**config.mk**
```make
export PLATFORM = sky130hd
export DESIGN_NAME = rpmc_ctrl
export DESIGN_NICKNAME = d
export VERILOG_FILES = /design/src/rpmc_pkg.sv /design/src/rpmc_wake_timer.sv /design/src/rpmc_ctrl.sv
export SDC_FILE = /design/constraint.sdc
export NUM_CORES = 1
export LEC_CHECK = 0
export ABC_AREA = 0
export BUFFER_PORTS_ARGS = -buffer_cell sky130_fd_sc_hd__buf_2
export CORE_MARGIN = 2
export CORE_UTILIZATION = 45
export CTS_CLUSTER_DIAMETER = 60
export DETAILED_ROUTE_END_ITERATION = 10
export GPL_TIMING_DRIVEN = 0
export PLACE_DENSITY = 0.81
export SETUP_SLACK_MARGIN = 0.3
export SLEW_MARGIN = 25
export SYNTH_ARGS = -nofsm -noshare
export SYNTH_HDL_FRONTEND = slang
export SYNTH_HIERARCHICAL = 1
export SYNTH_SLANG_ARGS = --single-unit
```
**constraint.sdc**
```tcl
create_clock -name i_clock -period 5.2 [get_ports i_clock]
set_clock_uncertainty 0.05 [all_clocks]
set_input_delay 0.52 -clock i_clock [delete_from_list [all_inputs] [get_ports i_clock]]
set_output_delay 0.52 -clock i_clock [all_outputs]
set_load 0.02 [all_outputs]
```
**src/rpmc_pkg.sv**
```systemverilog
// Package of constants and types for the reset and power-mode controller
package rpmc_pkg;
  // Reset cause flag positions
  localparam int CAUSE_W = 6;
  localparam int CAUSE_PIN = 0;
  localparam int CAUSE_POR = 1;
  localparam int CAUSE_BOD = 2;
  localparam int CAUSE_WDT = 3;
  localparam int CAUSE_SW = 4;
  localparam int CAUSE_BRK = 5;
  localparam logic [5:0] CAUSE_NONE = 6'h00;
  localparam logic [5:0] CAUSE_POR_SET = 6'h06;

  // Reset pin modes, high select bit first
  localparam logic [1:0] PIN_GPIO = 2'h0;
  localparam logic [1:0] PIN_RST_IN = 2'h1;
  localparam logic [1:0] PIN_BIDIR = 2'h2;
  localparam logic [1:0] PIN_RST_OUT = 2'h3;

  // Fetch vector
  localparam logic [15:0] FETCH_ZERO = 16'h0000;
  localparam logic [7:0] BOOT_LOW = 8'h00;

  // Wake-up delay in oscillator cycles, plus fixed delay
  localparam int WAKE_XTAL_CYC = 992;
  localparam int WAKE_RC_CYC = 224;
  localparam int CLK_PERIOD_NS = 10;
  localparam int WAKE_FIXED_US = 100;
  localparam int WAKE_FIXED_CYC = (WAKE_FIXED_US * 1000) / CLK_PERIOD_NS;
  localparam int WAKE_CNT_W = 14;

  // Stretched reset pulse on the pin output
  localparam int RST_OUT_CYC = 16;

  typedef enum logic [1:0] {
    PWR_RUN = 2'b00,
    PWR_IDLE = 2'b01,
    PWR_DOWN = 2'b10,
    PWR_TOTAL = 2'b11
  } rpmc_pwr_e;
endpackage

```
**src/rpmc_wake_timer.sv**
```systemverilog
// Wake-up delay counter holding the core clock off after a stopped-clock state
`timescale 1ns/1ps
module rpmc_wake_timer #(
  parameter int CNT_W = 14
) (
  input wire logic i_clock,
  input wire logic i_rst,
  input wire logic i_start,
  input wire logic [CNT_W-1:0] i_count,
  output logic o_busy
);
  logic [CNT_W-1:0] count_reg;
  logic [CNT_W-1:0] count_next;
  wire count_zero = (count_reg == '0);

  assign count_next = i_start ? i_count : (count_zero ? count_reg : count_reg - 1'b1);

  always_ff @(posedge i_clock) begin
    if (i_rst) begin
      count_reg <= '0;
      o_busy <= 1'b0;
    end else begin
      count_reg <= count_next;
      o_busy <= (count_next != '0);
    end
  end
endmodule // rpmc_wake_timer

```
**src/rpmc_ctrl.sv**
```systemverilog
// Reset, brownout and power-mode controller top
`timescale 1ns/1ps
// Notes on behaviour
// - Brownout resets by default; configured otherwise it raises an interrupt instead.
// - Brownout supervision can be disabled; disabled means no reset, no interrupt.
// - Power-on flag is set on power-up and held until software clears it.
// - Idle keeps peripherals running; ends on enabled interrupt or any reset.
// - Power-down stops the oscillator; left only via reset or wake interrupt.
// - Ordinary power-down keeps brownout, watchdog, comparators and system timer running.
// - Power-down stops RC oscillator unless it clocks the system and timer runs.
// - Total power-down also switches off brownout supervision and comparators.
// - Two select bits choose input, reset input, open-drain reset, push-pull output.
// - During power-up the pin is a reset input regardless of selection.
// - Non power-up resets keep the configured pin mode in force.
// - Reset causes: pin, power-on, brownout, watchdog, software, serial break.
// - Each cause has a flag; writing zero to a flag bit clears it.
// - Power-on reset sets power-on and brownout flags, clears all others.
// - Other resets set own flag and keep uncleared earlier flags.
// - First fetch is 0000H or boot vector high byte with low byte 00H.
// - Boot address after serial break, boot status bit set, or forced programming at power-on.
// - Leaving stopped clock holds core clock 992 or 224 cycles plus fixed delay.
module rpmc_ctrl
  import rpmc_pkg::*;
#(
  parameter int WAKE_FIXED = rpmc_pkg::WAKE_FIXED_CYC
) (
  input wire logic i_clock,
  input wire logic i_rst,
  input wire logic i_power_on,
  input wire logic i_brownout,
  input wire logic i_brownout_enable_fuse,
  input wire logic i_brownout_irq_mode,
  input wire logic i_brownout_sw_enable,
  input wire logic i_watchdog_reset,
  input wire logic i_software_reset,
  input wire logic i_break_reset,
  input wire logic i_reset_pin_sel_low,
  input wire logic i_reset_pin_sel_high,
  input wire logic i_shared_reset_pin_in,
  input wire logic i_cause_write,
  input wire logic [rpmc_pkg::CAUSE_W-1:0] i_cause_wdata,
  input wire logic i_boot_status_bit,
  input wire logic i_force_isp,
  input wire logic [7:0] i_boot_vector,
  input wire logic i_idle_req,
  input wire logic i_pd_req,
  input wire logic i_total_pd_req,
  input wire logic i_irq_pending,
  input wire logic i_wake_irq,
  input wire logic i_xtal_source,
  input wire logic i_rc_is_sysclk,
  input wire logic i_rtc_enable,
  input wire logic i_comparator_pd,
  output logic o_core_reset,
  output logic o_brownout_irq,
  output logic [rpmc_pkg::CAUSE_W-1:0] o_reset_cause,
  output logic o_power_on_flag,
  output logic o_brownout_flag,
  output logic o_shared_reset_pin_out,
  output logic o_shared_reset_pin_oe,
  output logic o_shared_reset_pin_pullup,
  output logic [15:0] o_fetch_addr,
  output logic [1:0] o_power_state,
  output logic o_osc_enable,
  output logic o_rc_osc_enable,
  output logic o_brownout_active,
  output logic o_comparator_enable,
  output logic o_peripheral_clk_en,
  output logic o_core_clk_en
);
  import rpmc_pkg::*;

  // ----------------------------------------------------------------
  // Power-up tracking
  // ----------------------------------------------------------------
  logic powerup_reg;
  logic [1:0] pin_mode;
  logic pin_reset_in;
  logic pin_acts_input;

  // Power-up phase lasts while the supply detector holds, then pin mode applies
  always_ff @(posedge i_clock) begin
    if (i_rst) begin
      powerup_reg <= 1'b1;
    end else begin
      powerup_reg <= i_power_on;
    end
  end

  assign pin_mode = powerup_reg ? PIN_RST_IN : {i_reset_pin_sel_high, i_reset_pin_sel_low};
  assign pin_acts_input = (pin_mode == PIN_RST_IN) || (pin_mode == PIN_BIDIR);
  // Low on the pin is a reset request; held low past power-on it keeps reset only in reset-input or open-drain mode.
  // Our own open-drain pulse is masked, or it would retrigger itself forever.
  assign pin_reset_in = pin_acts_input && !i_shared_reset_pin_in && !o_shared_reset_pin_oe;

  // ----------------------------------------------------------------
  // Brownout
  // ----------------------------------------------------------------
  logic pwr_total;
  logic bod_live;
  logic bod_reset;
  logic bod_irq;

  assign pwr_total = (o_power_state == PWR_TOTAL);
  assign bod_live = i_brownout_enable_fuse && i_brownout_sw_enable && !pwr_total;
  assign bod_reset = bod_live && i_brownout && !i_brownout_irq_mode;
  assign bod_irq = bod_live && i_brownout && i_brownout_irq_mode;

  // ----------------------------------------------------------------
  // Reset causes and flags
  // ----------------------------------------------------------------
  logic [CAUSE_W-1:0] cause_evt;
  logic [CAUSE_W-1:0] cause_reg;
  logic [CAUSE_W-1:0] cause_next;
  logic [CAUSE_W-1:0] cause_kept;
  logic any_reset;

  assign cause_evt[CAUSE_PIN] = pin_reset_in;
  assign cause_evt[CAUSE_POR] = i_power_on;
  assign cause_evt[CAUSE_BOD] = bod_reset;
  assign cause_evt[CAUSE_WDT] = i_watchdog_reset;
  assign cause_evt[CAUSE_SW] = i_software_reset;
  assign cause_evt[CAUSE_BRK] = i_break_reset;
  assign any_reset = |cause_evt;

  // Software clears by writing zero; a new cause in the same cycle still sets
  assign cause_kept = i_cause_write ? (cause_reg & i_cause_wdata) : cause_reg;
  assign cause_next = i_power_on ? CAUSE_POR_SET : (cause_kept | cause_evt);

  always_ff @(posedge i_clock) begin
    if (i_rst) begin
      cause_reg <= CAUSE_POR_SET;
    end else begin
      cause_reg <= cause_next;
    end
  end

  // ----------------------------------------------------------------
  // Boot vector selection
  // ----------------------------------------------------------------
  logic use_boot;
  logic [15:0] fetch_next;
  logic boot_latch_reg;

  // The break cause is latched per reset so a later clear does not move the vector
  assign use_boot = i_break_reset || i_boot_status_bit || (i_power_on && i_force_isp);

  always_ff @(posedge i_clock) begin
    if (i_rst) begin
      boot_latch_reg <= 1'b0;
    end else if (any_reset) begin
      boot_latch_reg <= use_boot;
    end
  end

  assign fetch_next = (any_reset ? use_boot : boot_latch_reg) ? {i_boot_vector, BOOT_LOW} : FETCH_ZERO;

  // ----------------------------------------------------------------
  // Power state machine
  // ----------------------------------------------------------------
  rpmc_pwr_e state_reg;
  rpmc_pwr_e state_next;
  logic stopped;
  logic wake_start;
  logic wake_busy;
  logic [WAKE_CNT_W-1:0] wake_len;

  assign stopped = (state_reg == PWR_DOWN) || (state_reg == PWR_TOTAL);

  always_comb begin
    state_next = state_reg;
    case (state_reg)
      PWR_RUN: begin
        if (i_total_pd_req) begin
          state_next = PWR_TOTAL;
        end else if (i_pd_req) begin
          state_next = PWR_DOWN;
        end else if (i_idle_req) begin
          state_next = PWR_IDLE;
        end
      end
      PWR_IDLE: begin
        if (i_irq_pending) begin
          state_next = PWR_RUN;
        end
      end
      PWR_DOWN, PWR_TOTAL: begin
        if (i_wake_irq) begin
          state_next = PWR_RUN;
        end
      end
      default: begin
        state_next = PWR_RUN;
      end
    endcase
    if (any_reset) begin
      state_next = PWR_RUN;
    end
  end

  // Restart the clock-stable delay whenever leaving a stopped-clock state
  assign wake_start = stopped && (state_next == PWR_RUN);
  assign wake_len = WAKE_CNT_W'((i_xtal_source ? WAKE_XTAL_CYC : WAKE_RC_CYC) + WAKE_FIXED);

  rpmc_wake_timer #(
    .CNT_W(WAKE_CNT_W)
  ) u_wake (
    .i_clock(i_clock),
    .i_rst(i_rst),
    .i_start(wake_start),
    .i_count(wake_len),
    .o_busy(wake_busy)
  );

  always_ff @(posedge i_clock) begin
    if (i_rst) begin
      state_reg <= PWR_RUN;
    end else begin
      state_reg <= state_next;
    end
  end

  // ----------------------------------------------------------------
  // Reset pin drive, stretched so the far side sees the pulse
  // ----------------------------------------------------------------
  logic [4:0] rst_out_reg;
  logic drive_low;

  always_ff @(posedge i_clock) begin
    if (i_rst) begin
      rst_out_reg <= 5'h00;
    end else if (any_reset) begin
      rst_out_reg <= 5'(RST_OUT_CYC);
    end else if (rst_out_reg != 5'h00) begin
      rst_out_reg <= rst_out_reg - 5'h01;
    end
  end

  assign drive_low = any_reset || (rst_out_reg != 5'h00);

  // ----------------------------------------------------------------
  // Output registers
  // ----------------------------------------------------------------
  logic next_is_stopped;
  assign next_is_stopped = (state_next == PWR_DOWN) || (state_next == PWR_TOTAL);

  always_ff @(posedge i_clock) begin
    if (i_rst) begin
      o_core_reset <= 1'b1;
      o_brownout_irq <= 1'b0;
      o_reset_cause <= CAUSE_POR_SET;
      o_power_on_flag <= 1'b1;
      o_brownout_flag <= 1'b1;
      o_shared_reset_pin_out <= 1'b0;
      o_shared_reset_pin_oe <= 1'b0;
      o_shared_reset_pin_pullup <= 1'b1;
      o_fetch_addr <= FETCH_ZERO;
      o_power_state <= PWR_RUN;
      o_osc_enable <= 1'b1;
      o_rc_osc_enable <= 1'b1;
      o_brownout_active <= 1'b0;
      o_comparator_enable <= 1'b0;
      o_peripheral_clk_en <= 1'b1;
      o_core_clk_en <= 1'b0;
    end else begin
      o_core_reset <= any_reset;
      o_brownout_irq <= bod_irq;
      o_reset_cause <= cause_next;
      o_power_on_flag <= cause_next[CAUSE_POR];
      o_brownout_flag <= cause_next[CAUSE_BOD];
      // Push-pull drives both levels; open-drain only pulls low
      o_shared_reset_pin_out <= (pin_mode == PIN_RST_OUT) ? !drive_low : 1'b0;
      o_shared_reset_pin_oe <= (pin_mode == PIN_RST_OUT) || ((pin_mode == PIN_BIDIR) && drive_low);
      o_shared_reset_pin_pullup <= (pin_mode == PIN_RST_IN) || (pin_mode == PIN_BIDIR);
      o_fetch_addr <= fetch_next;
      o_power_state <= state_next;
      o_osc_enable <= !next_is_stopped;
      o_rc_osc_enable <= !next_is_stopped || (i_rc_is_sysclk && i_rtc_enable);
      o_brownout_active <= i_brownout_enable_fuse && i_brownout_sw_enable && (state_next != PWR_TOTAL);
      o_comparator_enable <= !i_comparator_pd && (state_next != PWR_TOTAL);
      o_peripheral_clk_en <= !next_is_stopped;
      o_core_clk_en <= (state_next == PWR_RUN) && !wake_start && !wake_busy && !any_reset;
    end
  end
endmodule // rpmc_ctrl

```
==> summary.txt <==
Run status
  • Outcome: completed

Clocking
  • CTS tree: built
  • Worst skew pair latency: 0.30 ns
  • Clock buffer depth: 2
  • CTS resizes: 0
  • Total CTS buffers: 5
  • Clock transition at path regs: 0.09 ns
  • Clock root cell: clkbuf_8
  • H-Tree Depth: 2
  • Postcts setup bufs: 0
  • CTS Hold Bufs: 0
  • Clock sink count: 48

Yosys
  • FF+latch count, synth: 48
  • Synth cell types: 62
  • Post-Syn Instances: 253
  • Cell area after synthesis: 2300 um^2
  • Syn Area/Cell: 9.08 um^2
  • Yosys warns: 6
  • Post-synthesis sequential area ratio: 0.418
  • Synth Flop Type: dfxtp_1
  • Ys async rst share: 0
  • Post-synth EDFFs: 0

Worst setup path
  • Worst endpoint data arrival time: 3.52 ns
  • Worst r2r src: powerup_reg
  • Critical path fanouts, max: 10
  • Critical Path Start Type: flop
  • Crit Path Category: reg -> reg
  • Crit. Startpoint: powerup_reg
  • WP data required: 5.31 ns
  • CP Capture Type: flop

GRT
  • Vias in the first global route: 1733
  • Grt total ovfl: 0
  • Antenna violations before repair: 0
  • Largest net degree at the start of global routing: 17
  • First-pass GRT wire length: 7880 um
  • GRT Overall Usage: 0.180

STA
  • Unrepaired setup endpoints after global routing: false
  • Final slew viol count: 0
  • Final Hold Fails: 0
  • Relative slew slack: 0.585
  • Setup_tns: 0 ns
  • WHS: 0.339 ns
  • Final min period: 3.42 ns
  • Worst-Margin Slew: 0.617 ns
  • Achievable Freq: 0.293 GHz
  • Final cycle utilization of the critical path: 0.657
  • Setup Viol. Count Final: 0

Drt
  • Via count: 2105
  • Post-DRT Antenna Nets: 0
  • Drt pass-1 iters: 4
  • Initial DRC Count: 82
  • Post-Route WL: 5190 um
  • Vias per std cell: 5.05
  • WL/cell: 12.4 um
  • DRC viols: 0

Floorplan
  • Site Rows: 26
  • DIE HEIGHT: 75.5 um
  • Initial Util: 0.459
  • Die width: 75.5 um
  • IO Count: 76
  • Die area: 5690 um^2
  • Core area: 5010 um^2

Finish
  • Footprint of the multi-input gates: 1230 um^2
  • Share of layout cells above drive strength 1: 0.311
  • Commonest cells after routing, fill and taps aside: buf_2 (67), dfxtp_1 (48), nor2_1 (23)
  • Share of the core filled with cells: 0.580
  • Area grow syn2layout: 26.5%
  • Reg area: 961 um^2
  • Max reg flops: 14
  • Nets@finish: 389
  • Filler cells: 490
  • Most common cell after layout, fill and taps aside: buf_2
  • N_diodes: 0

Place
  • RD Place Congestion: 0.916
  • HPWL reported at the end of detailed placement: 4060 um
  • PortBufs: 67

Pwr
  • Pwr dens: 411 nW/um^2
  • Worst VDD drop: 251 uV
  • Leakage power: 1.34 nW

Hold path
  • Hold crit path type: in -> reg
  • HP Start: i_comparator_pd

Run
  • Max_cap viols: 0
-- per-layer routing --
layer,part of all wire,GRT usage,up-vias
met5,0,0,-
met4,0.010,0.0448,0
met3,0.092,0.0463,6
met2,0.48,0.304,89
met1,0.42,0.230,955
li1,-,-,1055
-- worst max-delay path, cell delays in order, from the launching register on --
cell	delay, ns
dfxtp_1	0.32
or2_2	0.30
ha_1	0.30
nor3b_1	0.34
a211o_2	0.24
o21a_1	0.19
clkbuf_1	0.38
clkbuf_1	0.45
o21ai_0	0.16
a21oi_1	0.19
and4_1	0.22
a41oi_1	0.13
-- where the power goes --
part | internal [mW] | total, mW | switching [mW] | leakage, nW
combinational | 0.212 | 0.457 | 0.245 | 0.895
clock | 0.145 | 0.275 | 0.130 | 0.0548
sequential | 0.410 | 0.464 | 0.0538 | 0.394
-- path summary, 6_finish.rpt --
check	slack [ns]	end	cells after the start
max	1.78	u_wake/o_busy	11
min	0.34	o_comparator_enable	2
max reg2reg	1.78	u_wake/o_busy	11
min reg2reg	0.43	o_core_clk_en	2
-- cells by family after synthesis --
group,share of synthesized area
muxes,0.0321
AOI/OAI and AO/OA,0.161
DFF,0.418
adders and majority gates,0.0218
xor gates and xnor gates,0.0152
other,0.00327
and+or+nand+nor,0.270
buffers and inverters,0.0784
-- stage by stage --
stage / setup WS (ns) / std cells / area (um^2) / total power [mW]
3_5_place_dp: 1.56 / 409 / 2790 / 0.921
6_report: 1.78 / 417 / 2910 / 1.20
5_1_grt: 1.55 / 417 / 2910 / 1.28
2_1_floorplan: 2.21 / 272 / 2370 / 0.812
3_3_place_gp: 1.55 / 409 / 2790 / 0.914
4_1_cts: 1.84 / 417 / 2910 / 1.20
-- Yosys cell counts (all sizes together), types with 2 or more instances --
cell type,count,share of area
a21o,2,0.0065
xnor2,4,0.015
nand2,15,0.025
conb,2,0.0033
dfxtp,48,0.42
ha,4,0.022
nor3,10,0.022
o21ai,13,0.028
a211oi,2,0.0065
or3b,2,0.0076
or3,4,0.011
a31oi,2,0.0054
o31ai,4,0.013
inv,15,0.025
or2,4,0.011
nand2b,4,0.014
nor2b,6,0.016
a21oi,11,0.024
nor2,23,0.038
a2111oi,2,0.010
buf,12,0.041
nor4,4,0.023
clkbuf,7,0.013
o211ai,2,0.0065
or4,4,0.016
mux2i,5,0.027
a211o,2,0.0087
nor3b,12,0.041
nand3,3,0.0065
a311oi,3,0.011
-- layout make-up --
type | instances | area share
Buffer | 19 | 0.0426
Clock buffer | 5 | 0.0237
Clock inverter | 3 | 0.0159
Inverter | 15 | 0.0194
Multi-Input combinational cell | 190 | 0.422
Sequential cell | 48 | 0.331
Tap cell | 70 | 0.0301
Timing Repair Buffer | 67 | 0.115
(Power assumes the default switching activity.)
